## src/apqo_pkg.sv

```systemverilog
package apqo_pkg;

	localparam int unsigned CLK_HZ           = 10000000;
	localparam int unsigned ZCD_PERIOD_US    = 32;
	localparam int unsigned FIELD_PERIOD_US  = 128;
	localparam int unsigned ZCD_CYCLES       = CLK_HZ / 1000000 * ZCD_PERIOD_US;
	localparam int unsigned FIELD_CYCLES     =
		CLK_HZ / 1000000 * FIELD_PERIOD_US;
	localparam logic [7:0]  FIELD_STRENGTH_OFFSET = 8'h2a;
	localparam int unsigned PWM_LEAD_PCT     = 5;
	localparam int unsigned PWM_SPAN_PCT     = 90;
	localparam int unsigned PCT_FULL         = 100;
	localparam int unsigned PWM_ANGLE_BITS   = 12;
	localparam int unsigned PERIOD_BITS      = 17;
	localparam int unsigned QUAD_BITS        = 13;
	localparam int unsigned SEL_BITS         = 7;
	localparam logic [3:0]  RES_FIRST_VALID  = 4'h3;
	localparam logic [3:0]  RES_LAST_VALID   = 4'he;
	localparam logic [3:0]  RES_SHIFT_BIAS   = 4'h1;
	localparam logic [3:0]  RES_WIDTH_BASE   = 4'hf;
	localparam logic [7:0]  WRITE_PTR_RESET  = 8'h00;
	localparam logic [16:0] PERIOD_RESET     = 17'h00001;

	// Carrier frequencies in Hz, indexed by band * 16 + fine step.
	localparam int unsigned FREQ_TAB [128] = '{
		3125, 3101, 3077, 3053, 3030, 3008, 2985, 2963,
		2941, 2920, 2899, 2878, 2857, 2837, 2817, 2797,
		2778, 2740, 2703, 2667, 2632, 2597, 2564, 2532,
		2500, 2469, 2439, 2410, 2381, 2353, 2326, 2299,
		2273, 2222, 2174, 2128, 2083, 2041, 2000, 1961,
		1923, 1887, 1852, 1818, 1786, 1754, 1724, 1695,
		1667, 1613, 1563, 1515, 1471, 1429, 1389, 1351,
		1316, 1282, 1250, 1220, 1190, 1163, 1136, 1111,
		1087, 1042, 1000, 962, 926, 893, 862, 833,
		806, 781, 758, 735, 714, 694, 676, 658,
		641, 610, 581, 556, 532, 510, 490, 472,
		455, 439, 424, 410, 397, 385, 373, 362,
		352, 333, 316, 301, 287, 275, 263, 253,
		243, 234, 225, 217, 210, 203, 197, 191,
		185, 175, 166, 157, 150, 143, 137, 131,
		126, 121, 116, 112, 108, 105, 101, 98};

	typedef enum logic [1:0] {
		QUAD_STATE_ONE   = 2'b00,
		QUAD_STATE_TWO   = 2'b01,
		QUAD_STATE_THREE = 2'b10,
		QUAD_STATE_FOUR  = 2'b11
	} apqo_quad_type;

	typedef struct packed {
		logic [14:0] zero_offset;
		logic [3:0]  resolution;
		logic        encoder_output_invert;
		logic [2:0]  carrier_band_select;
		logic [3:0]  carrier_step_select;
	} apqo_shadow_type;

	typedef struct packed {
		logic        error_flag;
		logic        undervoltage;
		logic [11:0] angle_short;
		logic [14:0] angle_long;
	} apqo_snapshot_type;

	function automatic int unsigned period_of(input int unsigned idx);
		return CLK_HZ / FREQ_TAB[idx];
	endfunction

endpackage

```

## src/apqo_core.sv

```systemverilog
`timescale 1ns/1ps

// Overview of operation
// - Freeze SPI angle and status at the frame's first serial clock edge.
// - Capture the angle at each PWM period start, hold it all period.
// - Refresh the low-power path angle register about every 32 us.
// - Refresh the field strength register 0x2A about every 128 us.
// - Power-up reloads shadow configuration from NVM; registers take defaults.
// - Power-up clears the extended write address pointer to zero.
// - PWM duty stays between 5% and 95%, 5% is zero degrees.
// - High first 5%, low last 5%, middle 90% proportional to angle.
// - 12-bit angle code; top code gives 4095/4096 of span plus lead.
// - Carrier frequency from 3-bit band and 4-bit step lookup, 128 choices.
// - A and B have 50% angular duty, 2^N cycles per revolution.
// - B leads A by a quarter cycle for increasing angle, four states per cycle.
// - One index pulse per revolution marks zero angle.
// - States one to four encode A,B as 00, 01, 11, 10.
// - Only A or B changes at once; forward up, backward down.
// - Exponent settings 3..14 map N 11..0; 0..2 reserved, 15 invalid.
// - Invert bit inverts A, B and index output levels.
// - Index rises at zero for increasing angle, falls for decreasing.
module apqo_core (
	input  wire logic                      ref_clk_i,
	input  wire logic                      resetn_i,
	input  wire logic [14:0]               angle_i,
	input  wire logic                      error_flag_i,
	input  wire logic                      undervoltage_i,
	input  wire logic [14:0]               zcd_angle_i,
	input  wire logic [15:0]               field_strength_i,
	input  wire apqo_pkg::apqo_shadow_type nvm_shadow_i,
	input  wire logic                      spi_csn_i,
	input  wire logic                      spi_sclk_i,
	input  wire logic                      write_ptr_we_i,
	input  wire logic [7:0]                write_ptr_i,
	output logic                           pwm_out_o,
	output logic                           pwm_oe_o,
	output logic                           enc_a_o,
	output logic                           enc_b_o,
	output logic                           enc_index_o,
	output apqo_pkg::apqo_snapshot_type    spi_snapshot_o,
	output logic [14:0]                    zcd_angle_reading_o,
	output logic [15:0]                    field_strength_reading_o,
	output logic [7:0]                     write_ptr_o,
	output apqo_pkg::apqo_shadow_type      shadow_o
);
	import apqo_pkg::*;

	logic                   shadow_loaded;
	logic [14:0]            angle_zeroed;
	logic [SEL_BITS-1:0]    sel;
	logic [PERIOD_BITS-1:0] period_tab [128];
	logic [PERIOD_BITS-1:0] lead_tab [128];
	logic [PERIOD_BITS-1:0] span_tab [128];
	logic [PERIOD_BITS-1:0] cnt;
	logic [PERIOD_BITS-1:0] period_q;
	logic [PERIOD_BITS-1:0] lead_q;
	logic [PERIOD_BITS-1:0] span_q;
	logic [PERIOD_BITS-1:0] high_q;
	logic [28:0]            span_prod;
	logic                   boundary;
	logic [1:0]             csn_sync;
	logic [2:0]             sclk_sync;
	logic                   first_seen;
	logic                   first_edge;
	logic [15:0]            zcd_cnt;
	logic [15:0]            field_cnt;
	logic [QUAD_BITS-1:0]   cur;
	logic [QUAD_BITS-1:0]   tgt;
	logic [QUAD_BITS-1:0]   diff;
	logic [QUAD_BITS-1:0]   qmask;
	logic [3:0]             qshift;
	logic [3:0]             qmsb;
	logic                   res_valid;
	logic                   next_a;
	logic                   next_b;

	// Masks a step count down to the active quadrature width.
	function automatic logic [QUAD_BITS-1:0] wrap(
		input logic [QUAD_BITS-1:0] v,
		input logic [QUAD_BITS-1:0] m);
		return v & m;
	endfunction

	// Period, lead and span per carrier choice, folded at elaboration.
	for (genvar g = 0; g < 128; g++) begin : g_tab
		assign period_tab[g] = PERIOD_BITS'(period_of(g));
		assign lead_tab[g]   =
			PERIOD_BITS'(period_of(g) * PWM_LEAD_PCT / PCT_FULL);
		assign span_tab[g]   =
			PERIOD_BITS'(period_of(g) * PWM_SPAN_PCT / PCT_FULL);
	end

	always_ff @(posedge ref_clk_i or negedge resetn_i) begin
		if (!resetn_i) begin
			shadow_loaded <= 1'b0;
			shadow_o      <= '0;
		end else if (!shadow_loaded) begin
			shadow_loaded <= 1'b1;
			shadow_o      <= nvm_shadow_i;
		end
	end

	always_ff @(posedge ref_clk_i or negedge resetn_i) begin
		if (!resetn_i) begin
			write_ptr_o <= WRITE_PTR_RESET;
		end else if (write_ptr_we_i && shadow_loaded) begin
			write_ptr_o <= write_ptr_i;
		end
	end

	assign angle_zeroed = angle_i - shadow_o.zero_offset;

	assign sel = {shadow_o.carrier_band_select,
		shadow_o.carrier_step_select};
	assign boundary = (cnt == period_q - PERIOD_RESET);
	assign span_prod = span_tab[sel] *
		angle_zeroed[14 -: PWM_ANGLE_BITS];

	always_ff @(posedge ref_clk_i or negedge resetn_i) begin
		if (!resetn_i) begin
			cnt      <= '0;
			period_q <= PERIOD_RESET;
			lead_q   <= '0;
			span_q   <= '0;
			high_q   <= '0;
		end else if (boundary) begin
			cnt      <= '0;
			period_q <= period_tab[sel];
			lead_q   <= lead_tab[sel];
			span_q   <= span_tab[sel];
			high_q   <= lead_tab[sel] +
				span_prod[PWM_ANGLE_BITS +: PERIOD_BITS];
		end else begin
			cnt <= cnt + PERIOD_RESET;
		end
	end

	// The pin is open drain: the enable pulls low, the pull-up makes high.
	// duty compare
	always_ff @(posedge ref_clk_i or negedge resetn_i) begin
		if (!resetn_i) begin
			pwm_out_o <= 1'b0;
			pwm_oe_o  <= 1'b1;
		end else begin
			pwm_out_o <= 1'b0;
			pwm_oe_o  <= !shadow_loaded || (cnt >= high_q);
		end
	end

	// Serial pins are asynchronous to the core clock.
	always_ff @(posedge ref_clk_i or negedge resetn_i) begin
		if (!resetn_i) begin
			csn_sync  <= 2'h3;
			sclk_sync <= 3'h0;
		end else begin
			csn_sync  <= {csn_sync[0], spi_csn_i};
			sclk_sync <= {sclk_sync[1:0], spi_sclk_i};
		end
	end

	assign first_edge = !csn_sync[1] && !first_seen &&
		(sclk_sync[1] != sclk_sync[2]);

	always_ff @(posedge ref_clk_i or negedge resetn_i) begin
		if (!resetn_i) begin
			first_seen     <= 1'b0;
			spi_snapshot_o <= '0;
		end else if (csn_sync[1]) begin
			first_seen <= 1'b0;
		end else if (first_edge) begin
			first_seen     <= 1'b1;
			spi_snapshot_o <= '{error_flag_i, undervoltage_i,
				angle_zeroed[14 -: PWM_ANGLE_BITS], angle_zeroed};
		end
	end

	always_ff @(posedge ref_clk_i or negedge resetn_i) begin
		if (!resetn_i) begin
			zcd_cnt             <= '0;
			zcd_angle_reading_o <= '0;
		end else if (zcd_cnt == 16'(ZCD_CYCLES - 1)) begin
			zcd_cnt             <= '0;
			zcd_angle_reading_o <= zcd_angle_i;
		end else begin
			zcd_cnt <= zcd_cnt + 16'h0001;
		end
	end

	always_ff @(posedge ref_clk_i or negedge resetn_i) begin
		if (!resetn_i) begin
			field_cnt                <= '0;
			field_strength_reading_o <= '0;
		end else if (field_cnt == 16'(FIELD_CYCLES - 1)) begin
			field_cnt                <= '0;
			field_strength_reading_o <= field_strength_i;
		end else begin
			field_cnt <= field_cnt + 16'h0001;
		end
	end

	assign res_valid = (shadow_o.resolution >= RES_FIRST_VALID) &&
		(shadow_o.resolution <= RES_LAST_VALID);
	assign qshift = shadow_o.resolution - RES_SHIFT_BIAS;
	assign qmask  = {QUAD_BITS{1'b1}} >> (shadow_o.resolution -
		RES_FIRST_VALID);
	assign qmsb   = RES_WIDTH_BASE - shadow_o.resolution;
	assign tgt  = wrap(QUAD_BITS'(angle_zeroed >> qshift), qmask);
	assign diff = wrap(tgt - cur, qmask);

	always_ff @(posedge ref_clk_i or negedge resetn_i) begin
		if (!resetn_i) begin
			cur <= '0;
		end else if (!shadow_loaded || !res_valid) begin
			cur <= '0;
		end else if (diff != '0) begin
			// direction
			// A target half a turn or more ahead is nearer going down.
			if (diff[qmsb] && diff != qmask >> 1)
				cur <= wrap(cur - QUAD_BITS'(1), qmask);
			else
				cur <= wrap(cur + QUAD_BITS'(1), qmask);
		end
	end

	always_comb begin
		case (apqo_quad_type'(cur[1:0]))
			QUAD_STATE_ONE: begin
				next_a = 1'b0;
				next_b = 1'b0;
			end
			QUAD_STATE_TWO: begin
				next_a = 1'b0;
				next_b = 1'b1;
			end
			QUAD_STATE_THREE: begin
				next_a = 1'b1;
				next_b = 1'b1;
			end
			default: begin
				next_a = 1'b1;
				next_b = 1'b0;
			end
		endcase
	end

	always_ff @(posedge ref_clk_i or negedge resetn_i) begin
		if (!resetn_i) begin
			enc_a_o     <= 1'b0;
			enc_b_o     <= 1'b0;
			enc_index_o <= 1'b0;
		end else begin
			enc_a_o     <= next_a ^ shadow_o.encoder_output_invert;
			enc_b_o     <= next_b ^ shadow_o.encoder_output_invert;
			enc_index_o <= (res_valid && shadow_loaded && cur == '0) ^
				shadow_o.encoder_output_invert;
		end
	end
endmodule

```

## config.mk

```make
export PLATFORM = sky130hd
export DESIGN_NAME = apqo_core
export DESIGN_NICKNAME = d
export VERILOG_FILES = /design/src/apqo_pkg.sv /design/src/apqo_core.sv
export SDC_FILE = /design/constraint.sdc
export NUM_CORES = 1
export LEC_CHECK = 0
export ABC_AREA = 1
export BUFFER_PORTS_ARGS = -buffer_cell sky130_fd_sc_hd__buf_2
export CORE_UTILIZATION = 55
export CTS_CLUSTER_SIZE = 24
export DETAILED_ROUTE_END_ITERATION = 8
export PLACE_DENSITY_LB_ADDON = 0.1
export SETUP_SLACK_MARGIN = 0.4
export SYNTH_ARGS = -nofsm -noshare
export SYNTH_HDL_FRONTEND = slang
export SYNTH_SLANG_ARGS = --single-unit
```

## constraint.sdc

```tcl
create_clock -name ref_clk_i -period 10.53 [get_ports ref_clk_i]
set_clock_uncertainty 0.2 [all_clocks]
set_input_delay 1.053 -clock ref_clk_i [delete_from_list [all_inputs] [get_ports ref_clk_i]]
set_output_delay 1.053 -clock ref_clk_i [all_outputs]
set_load 0.02 [all_outputs]
```

Yosys cells after proc, flatten, opt, wreduce, memory -nomap -nowiden:

Memory sizes are Yosys's and may differ from the RTL's. A register that Yosys moved wholly into a read port is not among the register bits.
Index checks and enable logic that the tools add are counted.

* $add $sub $neg: 12
* multiply operators: 1
* order comparisons: 5
* equal/unequal tests: 7
* shifts and indexed selects: 2
* muxes and demuxes: 16
* bitwise operators: 9
* reductions and logical operators: 22

Operators by type and width (number)
* 17-bit two-way mux: 5
* 13-bit AND: 4
* 13-bit two-way mux: 3
* 16-bit by 1-bit adder with 16-bit output (second input constant): 2
* 16-bit two-way mux: 2
* 17-bit by 12-bit multiplier with 29-bit output: 1
* 17-bit by 1-bit adder with 17-bit output (second input constant): 1
* 17-bit adder: 1
* 17-bit == test: 1
* 17-bit >= comparator: 1
* 17-bit by 1-bit subtractor with 17-bit output (second input constant): 1
* 16-bit by 11-bit == test with 1-bit output (second input constant): 1
* 16-bit by 9-bit == test with 1-bit output (second input constant): 1
* 15-bit by 4-bit >> shifter with 13-bit output: 1
* 15-bit subtractor: 1
* 13-bit by 1-bit adder with 13-bit output (second input constant): 1
* 13-bit logical NOT: 1
* 13-bit by 12-bit != test with 1-bit output: 1
* 13-bit nonzero test: 1
* 13-bit by 4-bit >> shifter with 13-bit output (first input constant): 1
* 13-bit by 1-bit subtractor with 13-bit output (second input constant): 1
* 13-bit subtractor: 1
* 8-bit >= comparator (second input constant): 1
* 7-bit inverter with 8-bit output: 1
* other kinds (20): 39

* register bits: 185
* memory bits (read-only): 6528
* bits of input ports: 88
* output and inout bits: 100
* word-level logic and storage cells: 102
* memories kept: 3

Memory list
* (no name shown): depth 128, bits a word 17, rd ports 1, clocked after memory_dff 0, wr ports 0, RTL line apqo_core.sv:131 `high_q <= lead_tab[sel] +`
* (no name shown): depth 128, bits a word 17, rd ports 1, clocked after memory_dff 0, wr ports 0, RTL line apqo_core.sv:130 `span_q <= span_tab[sel];`
* (no name shown): depth 128, bits a word 17, rd ports 1, clocked after memory_dff 1, wr ports 0, RTL line apqo_core.sv:128 `period_q <= period_tab[sel];`

Depth between registers and ports, before layout:

* word-level depth: 11
* mapped depth: 55

Least setup slack after synthesis:

No wires, ideal clock.

* path type: input to register
* from: input port angle_i[0]
* to: register high_q[16]
* setup time: 0.117 ns
* data arrival time: 8.314 ns
* required time: 10.213 ns
* slack: 1.899 ns
* cell stages on the path: 43
* path through: inv_1 > ha_1 > fa_1 > inv_1 > nand3_1 > nand3_1 > a21oi_1 > xnor2_1 > clkbuf_1 > nand2_1 > fa_1 > inv_1 > fa_1 > inv_1 > fa_1 > inv_1 > fa_1 > inv_1 > [7 not listed] > inv_1 > fa_1 > o21ai_0 > a21oi_1 > o21ai_0 > nand2_1 > nand2_1 > nand2_1 > nand2_1 > nand2_1 > nand2_1 > nand2_1 > nand2_1 > nand3_1 > nor2_1 > nand3_1 > nand3_1 > nand2_1

* longest elaborated chain between the ends: 3

Ends and longest elaborated chain
* start, declared: RTL line apqo_core.sv:25 `input wire logic [14:0] angle_i,`
* 15-bit subtractor: RTL line apqo_core.sv:111 `assign angle_zeroed = angle_i - shadow_o.zero_offset;`
* 17-bit by 12-bit multiplier with 29-bit output: RTL line apqo_core.sv:116 `assign span_prod = span_tab[sel] *`
* 17-bit adder: RTL line apqo_core.sv:131
* end signal, assigned: RTL line apqo_core.sv:131
* end, declared: RTL line apqo_core.sv:58 `logic [PERIOD_BITS-1:0] high_q;`

Every way passes these cells.
A chain may end at the register's enable or synchronous reset.

Worst setup path in the final report:

* from: register shadow_o[1] (netlist name)
* to: register high_q[16]

* longest elaborated chain between the ends: 6
* elaborated cells between the ends (all ways): 9
* those cells by class: add/sub (1); mul (1); mux (4); bitwise (1); memory (2)

Ends and longest elaborated chain
* start, declared: RTL line apqo_core.sv:44 `output apqo_pkg::apqo_shadow_type shadow_o`
* start signal, assigned: RTL line apqo_core.sv:99 `shadow_o <= nvm_shadow_i;`
* 7-bit inverter with 8-bit output (implied by the code) (*): RTL line apqo_core.sv:116, apqo_core.sv:131
* memory read 128 x 17 bit
* 17-bit two-way mux (2 in series)
* 17-bit by 12-bit multiplier with 29-bit output: RTL line apqo_core.sv:116
* 17-bit adder (*): RTL line apqo_core.sv:131

Every way passes the cells marked *; elsewhere a longest branch is shown, timed or not. The select of a mux whose other input is x is not followed.

==> implementation parameters <==
Parameter                              Value

Route
  Residual antenna-violating net count after detailed routing    0
  Router iterations before antenna repair    7
  Post-detailed-routing wire length    just under 100 mm
  First-iteration detailed-routing DRC count    ~3.8k
  DRC errors left    0
  Vias per cell    6.253
  Via count of the routed design    ~25k
  Routed length per instance    24.23 um

Critical path
  Top cell by count, worst path    nand2_1
  Critical path class    reg -> reg
  Crit-path slowest cell    fa_1
  Type of destination of the critical path    flop
  Critical Path Source Type    flop
  Data required time at the worst endpoint    ~11 ns
  Slowest cell delay on critical path    0.57 ns
  Highest fanout seen on the critical path    9
  Endpoint arrival time on the critical path    around 9.9 ns

Yosys
  Sequential cell area fraction in the yosys report    20.79%
  Synthesis Warnings    0
  Number of synthesized flops with an enable pin    0
  Dominant combinational cell family by area after synthesis    simple AND/OR/NAND/NOR gates
  Portion of netlist area occupied by mux cells    0.3935%
  Fraction of synthesized cell area in xor and xnor cells    under 10%
  Dominant register cell in the synthesized netlist    dfrtp_1
  Fraction of post-synthesis cell area in the top cell type by area    20.33%
  Net count after synthesis    3766
  Compound-cell area share of the yosys netlist    14.33%
  Fraction of the mapped netlist area in simple logic gates    26.84%
  Flip-flop and latch count after synthesis    190
  Area of the mapped netlist    22890 um^2
  Top cells by area, synth    dfrtp_1, nand2_1, fa_1, inv_1, ha_1
  Fraction of the mapped netlist area in adder cells    22.13%
  Share of synthesized registers carrying an async set or reset    100.0%
  Per-instance average area after synthesis    6.803 um^2
  Synth unique cells    65
  Synthesized netlist cell count    3365
  Cell type contributing the most total cell area after synthesis    dfrtp_1

CTS
  Total clock buffers created by CTS    17
  Cells resized by post-CTS repair    0
  Clock tree root buffer cell    clkbuf_16
  Post-CTS setup buffer count    0
  Clk pin slew, worst setup/hold paths    0.07 ns
  Depth of the CTS H-tree    4
  Maximum root-to-sink buffer count    2
  # clock sinks    190
  Clock tree from TritonCTS    yes
  Worst-Skew Late Latency    0.51 ns
  Hold-fix buffers at CTS    0

Global routing
  GRT Total Usage    46.83%
  Initial antenna violation count    3
  Number of global-route vias before repair    24.75k
  Wire length of the first global-routing pass    146.3 mm
  Leftover overflow at the end of global routing    0
  Largest net degree at the start of global routing    78

STA
  Fmax    0.1034 GHz
  Setup TNS    0 ns
  Final worst path period share    91.83%
  Slew Limit Headroom    24.52%
  Setup-failing EPs final    0
  Count of endpoints failing hold in the final timing report    0
  Final period demand of the worst path    9.670 ns
  Setup repair after global routing missed its margin    no
  Number of pins with negative max-slew slack in the final report    0
  Measured slew at the worst slew-check pin    1.104 ns

Place
  Final GP Congestion    1.125
  HPWL after detailed placement    between 70 and 80 mm
  Count of buffers inserted at the top-level ports    186

Cells and area
  Fill count    between 3k and 4k
  Multi-input combinational cell area    approximately 15000 um^2
  Total area of sequential cells    4763 um^2
  Share of layout cells above drive strength 1    10.32%
  Most frequent standard cell in the layout excluding fill and tap cells    nand2_1
  Antenna Cells    0
  Net total in the final layout    ~3.9k
  Most frequent cells in the layout    nand2_1, inv_1, nor2_1
  Post-synthesis to final-layout area growth    9.947%

Run
  Count of max-cap constraint violations    0

Floorplanning
  Effective utilization at floorplan    55.94%
  Core Area    about 41000 um^2
  Die Width    between 200 and 250 um
  Placement row count    74
  IO Count    188
  Area enclosed by the die boundary    42440 um^2
  Chip height    around 210 um

Min path
  Classification of the worst-slack hold path    reg -> reg

Outcome
  Run status    complete, no violations
==> through the flow <==
step	instances	setup slack, ns	hold WS (ns)	utilization [%]	cell area [um^2]
after floorplan	3365	1.899	0.1312	-	22890
after global placement	4046	1.095	0.1409	60.11	24600
after detailed placement	4046	0.8182	0.1420	60.11	24600
after CTS	4078	1.003	0.1564	61.46	25150
after global routing	4078	0.4674	0.1624	61.50	25170
final	4078	0.8605	0.1540	61.50	25170
==> cells in the mapped netlist (8+ instances only) <==
master,number
fa_1,153
dfrtp_1,186
nand4_1,37
o31ai_1,10
a211oi_1,11
buf_4,20
nor4_1,12
or2_2,14
mux2_2,8
clkinv_1,11
ha_1,160
nor3_1,51
xnor2_1,26
nand2_1,890
clkbuf_1,67
inv_1,564
inv_2,15
a22oi_1,8
a31oi_1,24
a21oi_1,162
o21bai_1,10
o21ai_0,229
o22ai_1,17
nand2_2,11
o221ai_1,8
o21ai_1,15
xor2_1,63
nand3_1,167
nor2_1,282
o211ai_1,12
a21o_1,8
buf_1,10
buf_2,19
==> per-layer routing <==
layer	track usage, %	wire, um	up-vias
li1	-	-	11060
met1	57.99	36480	11950
met2	69.56	41850	2045
met3	17.19	14010	440
met4	27.26	6365	4
met5	1.905	107	-
==> worst max-delay path, delay by kind of cell (launching register included) <==
family                     cells  cell delay [ns]
DFF                            1             0.46
buffers and inverters          6             0.65
and+or+nand+nor               24             2.97
adders and majority gates      8             3.77
xor gates and xnor gates       1             0.15
AOI/OAI and AO/OA              7             1.35
==> final timing paths <==
check	start	end	slack, ns	depth (start not counted)
worst max-delay path	shadow_o[1]$_DFFE_PN0N_	high_q[16]$_DFFE_PN0N_	0.86	46
worst min-delay path	sclk_sync[0]$_DFF_PN0_	sclk_sync[1]$_DFF_PN0_	0.15	0
worst max register to register	shadow_o[1]$_DFFE_PN0N_	high_q[16]$_DFFE_PN0N_	0.86	46
worst min register to register	sclk_sync[0]$_DFF_PN0_	sclk_sync[1]$_DFF_PN0_	0.15	0
max in group asynchronous	resetn_i	shadow_o[19]$_DFFE_PN0N_	7.73	3
min in group asynchronous	resetn_i	cnt[2]$_DFF_PN0_	0.33	1
==> layout make-up <==
class	instances	share of cell area (%)
multi-input cells	2469	61.25
flip-flops and latches	190	18.93
inverters	590	8.804
repair buffers	265	6.189
well taps	532	2.645
clock buffers	22	1.765
clock inverters	10	0.4176
==> state kept, by name (all words and copies together) (netlist names) <==
name                      flops
zcd_cnt                      16
cur                          13
enc_b_o                       1
spi_snapshot_o               17
zcd_angle_reading_o          15
write_ptr_o                   8
field_strength_reading_o     16
sclk_sync                     3
enc_a_o                       1
field_cnt                    16
enc_index_o                   1
high_q                       17
shadow_loaded                 1
cnt                          17
csn_sync                      2
period_q                     17
pwm_oe_o                      1
shadow_o                     27
first_seen                    1
==> cells by family (layout without fill, tap and decap cells) <==
kind of cell	after synthesis	in the layout
xor+xnor	90	90
simple gates	1488	1488
other cells	2	2
mux	8	8
buf+inv	706	887
fa+ha+maj	313	313
compound gates	568	568
flops	190	190
Power is left out: the tool's default activity adds up to more than one toggle a clock period on the data nets, which glitch-free logic cannot reach.
